## src/lrc_pkg.sv

```systemverilog
package lrc_pkg;

  // ----------------------------------------------------------------
  // Register map
  // ----------------------------------------------------------------
  localparam logic [7:0] LRC_FAST_CTRL_ADDR = 8'h08;
  localparam logic [7:0] LRC_LN_CTRL_ADDR   = 8'h09;

  // Field positions inside a control byte
  localparam int LRC_EN_BIT   = 5;
  localparam int LRC_VSEL_MSB = 4;

  // ----------------------------------------------------------------
  // Reset values
  // ----------------------------------------------------------------
  localparam logic       LRC_FAST_EN_RST   = 1'b1;
  localparam logic       LRC_LN_EN_RST     = 1'b0;
  localparam logic [4:0] LRC_FAST_VSEL_RST = 5'h06;
  localparam logic [4:0] LRC_LN_VSEL_RST   = 5'h14;

  // ----------------------------------------------------------------
  // Voltage code mapping, in millivolts
  // ----------------------------------------------------------------
  localparam logic [11:0] LRC_FAST_BASE_MV = 12'h4b0;
  localparam logic [11:0] LRC_LN_BASE_MV   = 12'h514;
  localparam logic [11:0] LRC_STEP_MV      = 12'h064;
  localparam logic [11:0] LRC_MAX_MV       = 12'hce4;
  localparam logic [4:0]  LRC_FAST_SAT     = 5'h15;
  localparam logic [4:0]  LRC_LN_SAT       = 5'h14;

  // Control byte as stored; reserved bits always zero
  typedef struct packed {
    logic [1:0] rsv;
    logic       en;
    logic [4:0] vsel;
  } lrc_ctrl_t;

  // Register access from the serial interface back end
  typedef struct packed {
    logic       wr;
    logic       rd;
    logic [7:0] addr;
    logic [7:0] wdata;
  } lrc_req_t;

  // Controls toward one analog rail
  typedef struct packed {
    logic        on;
    logic        shunt;
    logic [4:0]  code;
    logic [11:0] mv;
  } lrc_rail_t;

  // Code to output millivolts, saturating at the top code range
  function automatic logic [11:0] lrc_code_mv(input logic [11:0] base,
                                              input logic [4:0]  sat,
                                              input logic [4:0]  code);
    logic [11:0] step;
    step = 12'(LRC_STEP_MV * {7'h00, code});
    if (code >= sat) begin
      return LRC_MAX_MV;
    end
    return 12'(base + step);
  endfunction

endpackage

```

## src/lrc_rail_ctl.sv

```systemverilog
`timescale 1ns/1ns
// ------------------------------------------------------------------
// Enable and shunt control for one rail
// ------------------------------------------------------------------
module lrc_rail_ctl #(
  parameter bit PIN_CTRL = 1'b0
) (
  input  wire logic mclk,
  input  wire logic srst,
  input  wire logic en_bit,
  input  wire logic en_pin,
  input  wire logic seq_done,
  output logic      on_r,
  output logic      shunt_r
);
  import lrc_pkg::*;

  logic on_nxt;
  logic shunt_nxt;

  // Bit forces on; with bit low the pin decides, if this rail has one
  always_comb begin
    on_nxt    = seq_done & (en_bit | (PIN_CTRL & en_pin));
    shunt_nxt = ~on_nxt;
  end

  // Rail held off and shunted during reset
  always_ff @(posedge mclk) begin
    if (srst) begin
      on_r    <= 1'b0;
      shunt_r <= 1'b1;
    end else begin
      on_r    <= on_nxt;
      shunt_r <= shunt_nxt;
    end
  end

endmodule // lrc_rail_ctl

```

## src/lrc_top.sv

```systemverilog
// How it works
// - Fast code 0 is 1.2V, 0x15+ 3.3V
// - Fast enable bit 5 switches rail
// - Fast enable bit resets to one
// - Low-noise code 0 is 1.3V, 0x14+ 3.3V
// - Low-noise enable bit resets to zero
// - Low-noise bit zero hands control to pin
// - Pin high on, pin low off
// - Low-noise bit one forces rail on
// - Voltage rewrite applies while rail enabled
// - Low-noise off drives shunt to analog ground
// - Pin high at power-up joins fast sequencing
`timescale 1ns/1ns
module lrc_top #(
  parameter logic [4:0] FAST_VSEL_RST = lrc_pkg::LRC_FAST_VSEL_RST,
  parameter logic [4:0] LN_VSEL_RST   = lrc_pkg::LRC_LN_VSEL_RST
) (
  input  wire logic              mclk,
  input  wire logic              srst,
  input  wire lrc_pkg::lrc_req_t reg_req,
  output logic      [7:0]        reg_rdata,
  output logic                   reg_ack,
  output logic                   reg_hit,
  input  wire logic              low_noise_reg_enable_pin,
  input  wire logic              por_seq_done,
  output lrc_pkg::lrc_rail_t     fast_regulator_rail,
  output lrc_pkg::lrc_rail_t     low_noise_regulator_rail
);
  import lrc_pkg::*;

  // ----------------------------------------------------------------
  // Address decode
  // ----------------------------------------------------------------
  // Decoded once, shared by write, read-back and hit logic
  // Bit 0 selects fast, bit 1 low-noise; zero means unmapped
  function automatic logic [1:0] reg_sel(input logic [7:0] addr);
    reg_sel = {addr == LRC_LN_CTRL_ADDR, addr == LRC_FAST_CTRL_ADDR};
  endfunction

  // ----------------------------------------------------------------
  // Control registers
  // ----------------------------------------------------------------
  lrc_ctrl_t ctrl_r   [2];
  lrc_ctrl_t ctrl_nxt [2];
  logic [1:0] sel;

  assign sel = reg_sel(reg_req.addr);

  // Writes store enable and code; reserved bits are never stored
  // A write to an unmapped address falls through and changes nothing
  always_comb begin
    for (int i = 0; i < 2; i++) begin
      ctrl_nxt[i] = ctrl_r[i];
      if (reg_req.wr && sel[i]) begin
        ctrl_nxt[i].en   = reg_req.wdata[LRC_EN_BIT];
        ctrl_nxt[i].vsel = reg_req.wdata[LRC_VSEL_MSB:0];
      end
      ctrl_nxt[i].rsv = 2'b00;
    end
  end

  // Reset values: fast on, low-noise under pin control
  always_ff @(posedge mclk) begin
    if (srst) begin
      ctrl_r[0] <= '{rsv: 2'b00, en: LRC_FAST_EN_RST, vsel: FAST_VSEL_RST};
      ctrl_r[1] <= '{rsv: 2'b00, en: LRC_LN_EN_RST, vsel: LN_VSEL_RST};
    end else begin
      ctrl_r[0] <= ctrl_nxt[0];
      ctrl_r[1] <= ctrl_nxt[1];
    end
  end

  // ----------------------------------------------------------------
  // Read port
  // ----------------------------------------------------------------
  logic [7:0] rdata_nxt;
  logic [7:0] rdata_r;
  logic       ack_nxt;
  logic       ack_r;

  // Unmapped reads return zero; hit flags whether the address exists
  // Data then holds until the next read, so a slow host may take it late
  // With write and read together the read sees the old contents
  always_comb begin
    rdata_nxt = rdata_r;
    ack_nxt   = reg_req.rd;
    if (reg_req.rd) begin
      rdata_nxt = 8'h00;
      for (int i = 0; i < 2; i++) begin
        if (sel[i]) begin
          rdata_nxt = {2'b00, ctrl_r[i].en, ctrl_r[i].vsel};
        end
      end
    end
  end

  always_ff @(posedge mclk) begin
    if (srst) begin
      rdata_r <= 8'h00;
      ack_r   <= 1'b0;
    end else begin
      rdata_r <= rdata_nxt;
      ack_r   <= ack_nxt;
    end
  end

  assign reg_rdata = rdata_r;
  assign reg_ack   = ack_r;
  assign reg_hit   = |sel;

  // ----------------------------------------------------------------
  // Rail channels
  // ----------------------------------------------------------------
  logic [1:0]  on_w;
  logic [1:0]  shunt_w;
  logic [11:0] mv_w [2];

  // Only the low-noise rail has an external enable pin
  // Millivolts come from a register, so they trail the code by a cycle
  generate
    for (genvar g = 0; g < 2; g++) begin : g_rail
      lrc_rail_ctl #(
        .PIN_CTRL (g == 1)
      ) u_ctl (
        .mclk     (mclk),
        .srst     (srst),
        .en_bit   (ctrl_r[g].en),
        .en_pin   (low_noise_reg_enable_pin),
        .seq_done (por_seq_done),
        .on_r     (on_w[g]),
        .shunt_r  (shunt_w[g])
      );
      lrc_vsel #(
        .BASE_MV (g == 0 ? LRC_FAST_BASE_MV : LRC_LN_BASE_MV),
        .SAT     (g == 0 ? LRC_FAST_SAT : LRC_LN_SAT)
      ) u_vsel (
        .mclk (mclk),
        .srst (srst),
        .code (ctrl_r[g].vsel),
        .mv_r (mv_w[g])
      );
    end
  endgenerate

  // Gather flopped controls into the rail carriers
  assign fast_regulator_rail      = '{on: on_w[0], shunt: shunt_w[0],
                                      code: ctrl_r[0].vsel, mv: mv_w[0]};
  assign low_noise_regulator_rail = '{on: on_w[1], shunt: shunt_w[1],
                                      code: ctrl_r[1].vsel, mv: mv_w[1]};

  logic fast_on;
  logic ln_on;
  logic ln_wr_force;

  assign fast_on     = fast_regulator_rail.on;
  assign ln_on       = low_noise_regulator_rail.on;
  assign ln_wr_force = reg_req.wr && reg_req.addr == LRC_LN_CTRL_ADDR
                       && reg_req.wdata[LRC_EN_BIT];
endmodule // lrc_top

```

## src/lrc_vsel.sv

```systemverilog
`timescale 1ns/1ns
// ------------------------------------------------------------------
// Voltage code decoder, registered
// ------------------------------------------------------------------
module lrc_vsel #(
  parameter logic [11:0] BASE_MV = lrc_pkg::LRC_FAST_BASE_MV,
  parameter logic [4:0]  SAT     = lrc_pkg::LRC_FAST_SAT
) (
  input  wire logic        mclk,
  input  wire logic        srst,
  input  wire logic [4:0]  code,
  output logic      [11:0] mv_r
);
  import lrc_pkg::*;

  logic [11:0] mv_nxt;

  // Applied every cycle, so a new code takes effect while enabled
  always_comb begin
    mv_nxt = lrc_code_mv(BASE_MV, SAT, code);
  end

  always_ff @(posedge mclk) begin
    if (srst) begin
      mv_r <= 12'h000;
    end else begin
      mv_r <= mv_nxt;
    end
  end

endmodule // lrc_vsel
```

## config.mk

```make
export PLATFORM = sky130hd
export DESIGN_NAME = lrc_top
export DESIGN_NICKNAME = d
export VERILOG_FILES = /design/src/lrc_pkg.sv /design/src/lrc_rail_ctl.sv /design/src/lrc_top.sv /design/src/lrc_vsel.sv
export SDC_FILE = /design/constraint.sdc
export NUM_CORES = 1
export LEC_CHECK = 0
export ABC_AREA = 0
export BUFFER_PORTS_ARGS = -buffer_cell sky130_fd_sc_hd__buf_2
export CORE_UTILIZATION = 53
export DETAILED_ROUTE_END_ITERATION = 12
export PLACE_DENSITY = 0.83
export SYNTH_ARGS = -nofsm -noshare
export SYNTH_HDL_FRONTEND = slang
export SYNTH_SLANG_ARGS = --single-unit
```

## constraint.sdc

```tcl
create_clock -name mclk -period 3.54 [get_ports mclk]
set_input_delay 0.708 -clock mclk [delete_from_list [all_inputs] [get_ports mclk]]
set_output_delay 0.708 -clock mclk [all_outputs]
set_load 0.03 [all_outputs]
```

==> flow_metrics.py, run 1 <==
metrics = {
    "run_status": {
        "status": "complete, no violations",
    },
    "grt": {
        "grt_pass1_vias": 1837,
        "grt_pass1_wl_mm": 8.22,
        "overflow": 0,
        "grt_max_degree": 41,
        "grt_usage": 0.204,
        "antenna_found_initial": 0,
    },
    "setup_path": {
        "worstSetupStartpointType": "flip-flop",
        "cp_slowest_cell": "dfxtp_1",
        "cp_slowest_stage_delay_ns": 0.50,
        "crit_fanout": 8,
        "required_ns": 3.75,
        "crit_buf_inv": 0,
        "crit_type": "flip-flop to flip-flop",
        "end_kind": "flip-flop",
        "cp.arrival_ns": 3.21,
        "path_common_cell": "ha_1",
        "path_cells": "ha_1 > ha_1 > ha_1 > fa_1 > xor2_1 > a21boi_0 > a2111oi_0 > a311oi_1",
        "critPathTopFamily": "adder cells",
    },
    "cts": {
        "cts_tree": "done",
        "clk_pin_slew_ns": 0.08,
        "cts_setup_buffers": 0,
        "cts_buffer_depth": 2,
        "cts_htree_levels": 2,
        "insertion_delay_ns": 0.30,
        "cts-resized-gates": 0,
        "numCtsBuffers": 5,
        "clockRootBuffer": "clkbuf_8",
        "clock_sinks": 43,
        "hold_buffers": 0,
    },
    "synthesis": {
        "ys_warn_count": 0,
        "synth_xor_area_frac": 0.0648,
        "ys_types": 41,
        "synth_ff_type": "dfxtp_1",
        "synth-adder-area-share": 0.196,
        "synth_compound_area_frac": 0.137,
        "synthCells": 276,
        "yosysMostFrequentCell": "dfxtp_1",
        "synth-edff-count": 0,
        "netlist_area_um2": 2570,
        "synth_top_family_by_area": "adder cells",
        "ys_top_cells_by_count": "dfxtp_1 (43), ha_1 (37), a21oi_1 (26)",
        "synth-simple-area-share": 0.150,
        "synthArstFlopShare": 0,
        "synth_top_area_cell": "dfxtp_1",
        "syn_avg_cell_area_um2": 9.30,
        "muxShareOfSynthArea": 0.0400,
        "yosysSeqAreaShare": 0.335,
        "yosysTopAreaCellShare": 0.335,
        "synth_seq_cells": 43,
        "synth.area.top_cells": "dfxtp_1 (34%), ha_1 (18%), a21oi_1 (5.1%), inv_1 (3.7%), xor2_1 (3.4%)",
    },
    "detailed_routing": {
        "dr_total_vias": 2050,
        "wl_per_cell_um": 12.7,
        "wl_mm": 4.93,
        "final_antenna_net_count": 0,
        "drtIter0Drc": 65,
        "via_per_inst": 5.28,
        "drc": 0,
        "first_pass_iters": 4,
    },
    "sta": {
        "max_slew_margin": 0.533,
        "tightest_slew_ns": 0.700,
        "fin_crit_ns": 3.00,
        "finalClockSkew_ns": 0.00882,
        "rsz0062_at_grt": "no",
        "finalSetupViolCount": 0,
        "setup_tns_ns": 0,
        "fmax_mhz": 334,
        "hold_viol_final": 0,
        "slew_viol_final": 0,
        "period_share": 0.846,
    },
    "placement": {
        "finalWeightedCongestion": 0.860,
        "port_buffers": 61,
        "dp_hpwl_mm": 3.75,
    },
    "power": {
        "leakage_nw": 1.57,
        "pwr_density_cell_nw_per_um2": 322,
        "power_mw": 0.962,
        "ir_worst_vdd_v": 0.000219,
    },
    "final_layout": {
        "num_antenna_cells": 0,
        "syn_to_final_growth_pct": 16.3,
        "final_nets": 396,
        "drive_above_1_share": 0.232,
        "fillers": 381,
    },
    "floorplanning": {
        "rows": 24,
        "io_pins": 70,
        "die_w_um": 71.6,
        "fp.dieH_um": 71.6,
        "die_area_um2": 5120,
        "initial_core_util": 0.570,
        "core_area_um2": 4500,
    },
    "worst_hold_path": {
        "hold_class": "flip-flop to flip-flop",
    },
    "flow_run": {
        "maxCapViolations": 0,
    },
}
[registers in the layout (all words and copies together) (netlist names)]
signal / count
ctrl_r: 12
g_rail.u_ctl.on_r: 2
g_rail.u_ctl.shunt_r: 2
g_rail.u_vsel.mv_r: 20
reg_ack: 1
reg_rdata: 6
[worst reg2reg max path: stages, from the launching register on]
cell	delay, ns
dfxtp_1	0.50
ha_1	0.30
ha_1	0.28
ha_1	0.22
fa_1	0.44
xor2_1	0.36
a21boi_0	0.40
a2111oi_0	0.17
a311oi_1	0.25
[worst paths after layout]
check | startpoint | to | slack [ns] | depth (start not counted)
max | ctrl_r[0][4] | g_rail[0].u_vsel.mv_r[11] | 0.54 | 8
min reg2reg | reg_rdata[3] | reg_rdata[3] | 0.47 | 2
max reg2reg | ctrl_r[0][4] | g_rail[0].u_vsel.mv_r[11] | 0.54 | 8
min | reg_rdata[3] | reg_rdata[3] | 0.47 | 2
[cell type report]
| cell class | count | area, um2 | area share |
|---|---|---|---|
| Inverter | 25 | 93.8 | 0.0314 |
| Multi-Input combinational cell | 197 | 1530 | 0.513 |
| Clock buffer | 5 | 68.8 | 0.0231 |
| Sequential cell | 43 | 861 | 0.288 |
| Timing Repair Buffer | 63 | 320 | 0.107 |
| Clock inverter | 3 | 43.8 | 0.0147 |
| Tap cell | 52 | 65.1 | 0.0218 |
[metrics by stage]
stage / instances / instance area [um2] / utilization / hold WS, ns / worst slack (ns)
detailed placement: 380 / 2870 / 0.638 / 0.457 / 0.567
CTS: 388 / 2990 / 0.663 / 0.470 / 0.535
finish: 388 / 2990 / 0.663 / 0.467 / 0.545
global route: 388 / 2990 / 0.663 / 0.490 / 0.336
floorplan: 281 / 2580 / - / 0.446 / 0.685
global placement: 380 / 2870 / 0.638 / 0.455 / 0.674
[power by group]
group	switching (mW)	internal [mW]
combinational	0.0557	0.0252
sequential	0.00203	0.493
clock	0.176	0.210
total	0.234	0.728
[per-layer routing]
layer  global-route usage  wire length (um)
met3               0.0380               238
met5                    0                 0
met2                0.340              2320
met1                0.265              2300
met4               0.0784                78
[kinds of logic after synthesis]
kind of cell               after synthesis
AOI/OAI and AO/OA                       56
adders and majority gates               39
xor gates and xnor gates                19
muxes                                   10
other                                    1
buffers and inverters                   41
and+or+nand+nor                         67
DFF                                     43
[cell usage in the layout (no fill, tap or decap), types with 8 or more instances in the layout]
| cell type | count |
|---|---|
| mux2i_1 | 8 |
| a21oi_1 | 26 |
| xnor2_1 | 9 |
| nand2_1 | 10 |
| nor2_1 | 17 |
| xor2_1 | 10 |
| ha_1 | 37 |
| dfxtp_1 | 43 |
| inv_1 | 25 |
| buf_2 | 61 |
| nand3_1 | 9 |
Note: power is estimated with default switching activity, not from simulation.
==> run 2: changes to the inputs <==
==> constraint.sdc (replaced) <==
create_clock -name mclk -period 3.1 [get_ports mclk]
set_input_delay 0.62 -clock mclk [delete_from_list [all_inputs] [get_ports mclk]]
set_output_delay 0.62 -clock mclk [all_outputs]
set_load 0.03 [all_outputs]
==> run 2 against run 1 <==
Against the previous run: via count is 2.0% higher; flip-flop and latch count stayed put; clock power is 9.0% lower; sequential share of layout area fell by 0.12 points; cell area up 0.42%; maximum frequency up 5.5%; hold slack better by 0.0060 ns; core utilization is 0.28 points higher; critical endpoint unchanged; largest power group unchanged.
==> flow_metrics.py, run 2 (same netlist as run 1, synthesis figures left out) <==
metrics = {
    "run_status": {
        "status": "complete, no violations",
    },
    "floorplanning": {
        "die_w_um": 71.6,
        "io_pins": 70,
        "fp.dieH_um": 71.6,
        "rows": 24,
        "core_area_um2": 4500,
        "die_area_um2": 5120,
        "initial_core_util": 0.570,
    },
    "setup_path": {
        "timing.rr.end": "g_rail[0].u_vsel.mv_r[11]",
        "crit_type": "flip-flop to flip-flop",
        "r2r_slack_ns": 0.26,
        "end_kind": "flip-flop",
        "reg2reg_depth": 10,
        "required_ns": 3.25,
        "cp.arrival_ns": 2.99,
        "crit_fanout": 5,
        "timing.critical_path.to": "g_rail[0].u_vsel.mv_r[11]",
        "r2r-start": "ctrl_r[0][1]",
        "startpoint": "ctrl_r[0][1]",
        "worstSetupStartpointType": "flip-flop",
    },
    "power": {
        "p_int_mw": 0.767,
        "leakage_nw": 1.58,
        "combPwrFrac": 0.092,
        "pwr_density_cell_nw_per_um2": 337,
        "p_seq_frac": 0.560,
        "switching_share": 0.241,
        "ir_worst_vdd_v": 0.000163,
        "p_sw_mw": 0.243,
        "p_clk_frac": 0.348,
    },
    "cts": {
        "hold_buffers": 0,
        "cts_buffer_depth": 2,
        "clk_pin_slew_ns": 0.08,
        "numCtsBuffers": 5,
        "clock_sinks": 43,
        "clockRootBuffer": "clkbuf_8",
        "cts_tree": "done",
        "insertion_delay_ns": 0.29,
        "cts_htree_levels": 2,
    },
    "worst_hold_path": {
        "min_from": "reg_rdata[4]",
        "hold_class": "flip-flop to flip-flop",
    },
    "detailed_routing": {
        "via_per_inst": 5.33,
        "wl_mm": 5.07,
        "drc": 0,
        "drtIter0Drc": 68,
        "wl_per_cell_um": 12.9,
        "final_antenna_net_count": 0,
        "dr_total_vias": 2091,
        "first_pass_iters": 4,
    },
    "final_layout": {
        "ff_latch_area_um2": 861,
        "multiInputGateArea_um2": 1530,
        "final_common_cell": "buf_2",
        "mostFrequentLayoutCells": "buf_2 (61), dfxtp_1 (43), ha_1 (37), a21oi_1 (26), inv_1 (25)",
        "num_antenna_cells": 0,
        "final_core_util": 0.666,
        "finalNonFillerCells": 392,
        "fillers": 383,
        "final_nets": 401,
        "drive_above_1_share": 0.241,
        "top_register": "g_rail.u_vsel.mv_r",
        "largest_reg_flops": 20,
        "syn_to_final_growth_pct": 16.8,
    },
    "grt": {
        "grt_pass1_wl_mm": 8.54,
        "grt_pass1_vias": 1963,
        "grt_usage": 0.212,
        "grt_max_degree": 41,
        "antenna_found_initial": 0,
        "overflow": 0,
    },
    "sta": {
        "fmax_mhz": 352,
        "slew_viol_final": 0,
        "finalClockSkew_ns": 0.00431,
        "finalSetupViolCount": 0,
        "max_slew_margin": 0.539,
        "tightest_slew_ns": 0.692,
        "fin_crit_ns": 2.84,
        "hold_viol_final": 0,
        "rsz0062_at_grt": "no",
        "period_share": 0.916,
        "setup_tns_ns": 0,
    },
    "placement": {
        "dp_hpwl_mm": 3.90,
        "dp.cells": 385,
        "port_buffers": 61,
        "finalWeightedCongestion": 0.832,
    },
    "flow_run": {
        "maxCapViolations": 0,
    },
}
-- run 2: timing repair --
action / 4_1_cts / 5_1_grt
endpoints found under the setup margin: 0 / 1
resized for setup: 0 / 1
setup buffers: 0 / 0
-- run 2: cell type report --
| cell class | instances | area share |
|---|---|---|
| well taps | 52 | 0.0217 |
| flip-flops and latches | 43 | 0.287 |
| repair buffers | 68 | 0.119 |
| clock inverters | 1 | 0.00167 |
| clock buffers | 6 | 0.0275 |
| multi-input cells | 197 | 0.511 |
| inverters | 25 | 0.0313 |
-- run 2: worst max-delay path, cell delays in order (launching register included) --
cell,delay (ns)
dfxtp_1,0.42
inv_1,0.14
ha_1,0.30
inv_1,0.04
ha_1,0.32
ha_1,0.30
a21o_1,0.17
a21oi_1,0.38
xnor2_1,0.17
a2111oi_0,0.38
a311oi_1,0.09
-- run 2: worst min path at each step --
stage	endpoint	slack [ns]	cells past startpoint
6_report	reg_rdata[4]	0.47	2
2_1_floorplan	ctrl_r[0][5]	0.45	1
3_3_place_gp	reg_rdata[0]	0.45	2
4_1_cts	reg_rdata[2]	0.47	2
3_5_place_dp	reg_rdata[2]	0.46	2
5_1_grt	reg_rdata[4]	0.50	2
-- run 2: per-stage QoR --
step / instance area [um2] / setup slack, ns / power [mW] / hold WS, ns
after CTS: 3000 / 0.259 / 1.02 / 0.474
after global placement: 2910 / 0.334 / 0.669 / 0.454
after floorplan: 2580 / 0.245 / 0.650 / 0.446
final: 3000 / 0.260 / 1.01 / 0.473
after global routing: 3000 / 0.0163 / 1.05 / 0.498
after detailed placement: 2910 / 0.281 / 0.671 / 0.462
-- run 2: metal layers --
layer | track usage | vias to the layer above | share of wire
li1 | - | 1062 | -
met1 | 0.271 | 953 | 0.46
met2 | 0.356 | 66 | 0.47
met3 | 0.0380 | 10 | 0.050
met4 | 0.0828 | 0 | 0.019
met5 | 0 | - | 0
-- run 2: power by group through the flow --
| stage | combinational (mW) | sequential (mW) | clock, mW |
|---|---|---|---|
| 2_1_floorplan | 0.0530 | 0.597 | 0 |
| 3_3_place_gp | 0.0911 | 0.578 | 0 |
| 3_5_place_dp | 0.0927 | 0.579 | 0 |
| 4_1_cts | 0.0929 | 0.566 | 0.360 |
| 5_1_grt | 0.0997 | 0.566 | 0.383 |
| 6_report | 0.0926 | 0.566 | 0.352 |
==> run 3: changes to the inputs <==
--- a/config.mk
+++ b/config.mk
@@ -7,9 +7,9 @@
 export LEC_CHECK = 0
 export ABC_AREA = 0
 export BUFFER_PORTS_ARGS = -buffer_cell sky130_fd_sc_hd__buf_2
-export CORE_UTILIZATION = 53
+export CORE_UTILIZATION = 42
 export DETAILED_ROUTE_END_ITERATION = 12
-export PLACE_DENSITY = 0.83
+export PLACE_DENSITY = 0.68
 export SYNTH_ARGS = -nofsm -noshare
 export SYNTH_HDL_FRONTEND = slang
 export SYNTH_SLANG_ARGS = --single-unit
==> run 3 against run 2 <==
Against the previous run: sequential share of layout area shrank 0.43 points; highest routed layer unchanged; via count is 1.3% lower; sequential power barely moved; core utilization down 15 points; critical path depth fell by 2.
==> flow_metrics.py, run 3 (same netlist as run 1, synthesis figures left out) <==
metrics = {
    "setup_path": {
        "crit_type": "flip-flop to flip-flop",
        "end_kind": "flip-flop",
        "worstSetupStartpointType": "flip-flop",
        "required_ns": 3.31,
        "cp.arrival_ns": 3.10,
        "crit_fanout": 8,
    },
    "sta": {
        "finalSetupViolCount": 0,
        "period_share": 0.932,
        "setup_tns_ns": 0,
        "hold_viol_final": 0,
        "finalClockSkew_ns": 0.00576,
        "max_slew_margin": 0.520,
        "fmax_mhz": 346,
        "fin_crit_ns": 2.89,
        "slew_viol_final": 0,
        "tightest_slew_ns": 0.720,
        "rsz0062_at_grt": "no",
    },
    "floorplanning": {
        "core_area_um2": 5920,
        "die_area_um2": 6430,
        "rows": 28,
        "initial_core_util": 0.433,
        "die_w_um": 80.2,
        "io_pins": 70,
        "fp.dieH_um": 80.2,
    },
    "detailed_routing": {
        "first_pass_iters": 4,
        "drc": 0,
        "drtIter0Drc": 42,
        "wl_mm": 5.09,
        "dr_total_vias": 2063,
        "wl_per_cell_um": 12.2,
        "via_per_inst": 4.96,
        "final_antenna_net_count": 0,
    },
    "grt": {
        "overflow": 0,
        "grt_pass1_vias": 1841,
        "grt_pass1_wl_mm": 8.20,
        "grt_max_degree": 41,
        "antenna_found_initial": 0,
        "grt_usage": 0.166,
    },
    "run_status": {
        "status": "complete, no violations",
    },
    "power": {
        "leakage_nw": 1.58,
        "ir_worst_vdd_v": 0.000170,
        "pwr_density_cell_nw_per_um2": 347,
        "power_mw": 1.06,
    },
    "cts": {
        "cts_setup_buffers": 0,
        "cts-resized-gates": 0,
        "clk_pin_slew_ns": 0.08,
        "cts_buffer_depth": 2,
        "hold_buffers": 0,
        "cts_htree_levels": 2,
        "clockRootBuffer": "clkbuf_8",
        "numCtsBuffers": 5,
        "cts_tree": "done",
        "clock_sinks": 43,
        "insertion_delay_ns": 0.29,
    },
    "final_layout": {
        "final_common_cell": "buf_2",
        "final_nets": 401,
        "multiInputGateArea_um2": 1530,
        "mostFrequentLayoutCells": "buf_2 (61), dfxtp_1 (43), ha_1 (37), a21oi_1 (26), inv_1 (25)",
        "num_antenna_cells": 0,
        "fillers": 574,
        "largest_reg_flops": 20,
        "ff_latch_area_um2": 861,
        "drive_above_1_share": 0.243,
        "top_register": "g_rail.u_vsel.mv_r",
        "syn_to_final_growth_pct": 18.6,
    },
    "placement": {
        "port_buffers": 61,
        "dp_hpwl_mm": 3.97,
        "finalWeightedCongestion": 0.777,
    },
    "flow_run": {
        "maxCapViolations": 0,
    },
    "worst_hold_path": {
        "hold_class": "flip-flop to flip-flop",
    },
}
run 3: critical path: stages (launching register included):
cell	delay [ns]
dfxtp_1	0.50
ha_1	0.30
ha_1	0.28
ha_1	0.23
fa_1	0.42
xor2_1	0.20
a21boi_0	0.44
a2111oi_0	0.19
a311oi_1	0.25
run 3: layout make-up:
type	instances	area share
clock buffer	7	0.0317
clock inverter	1	0.00247
inverter	25	0.0308
multi-input combinational	197	0.504
sequential	43	0.283
tap	75	0.0308
timing repair buffer	68	0.118
run 3: through the flow:
step / area [um2] / instances / util / setup slack [ns] / hold slack (ns)
after floorplan: 2580 / 281 / - / 0.245 / 0.446
after global placement: 2940 / 408 / 0.496 / 0.325 / 0.456
final: 3040 / 416 / 0.514 / 0.212 / 0.469
after detailed placement: 2940 / 408 / 0.496 / 0.267 / 0.457
after CTS: 3040 / 416 / 0.514 / 0.241 / 0.468
after global routing: 3040 / 416 / 0.514 / 0.100 / 0.489
run 3: path summary, 6_finish.rpt:
kind / startpoint / to / slack [ns] / cells past startpoint
hold reg to reg: reg_rdata[3] / reg_rdata[3] / 0.47 / 2
setup / recovery: ctrl_r[0][4] / g_rail[0].u_vsel.mv_r[11] / 0.21 / 8
setup reg to reg: ctrl_r[0][4] / g_rail[0].u_vsel.mv_r[11] / 0.21 / 8
hold / removal: reg_rdata[3] / reg_rdata[3] / 0.47 / 2
run 3: power breakdown:
group	internal [mW]	switching (mW)
logic	0.0290	0.0639
clock network	0.203	0.194
registers	0.563	0.00273
run 3: routing by layer:
metal,part of all wire,track usage,wire length [um]
met1,0.50,0.216,2540
met2,0.44,0.269,2250
met3,0.046,0.0307,235
met4,0.013,0.0643,67
met5,0,0,0
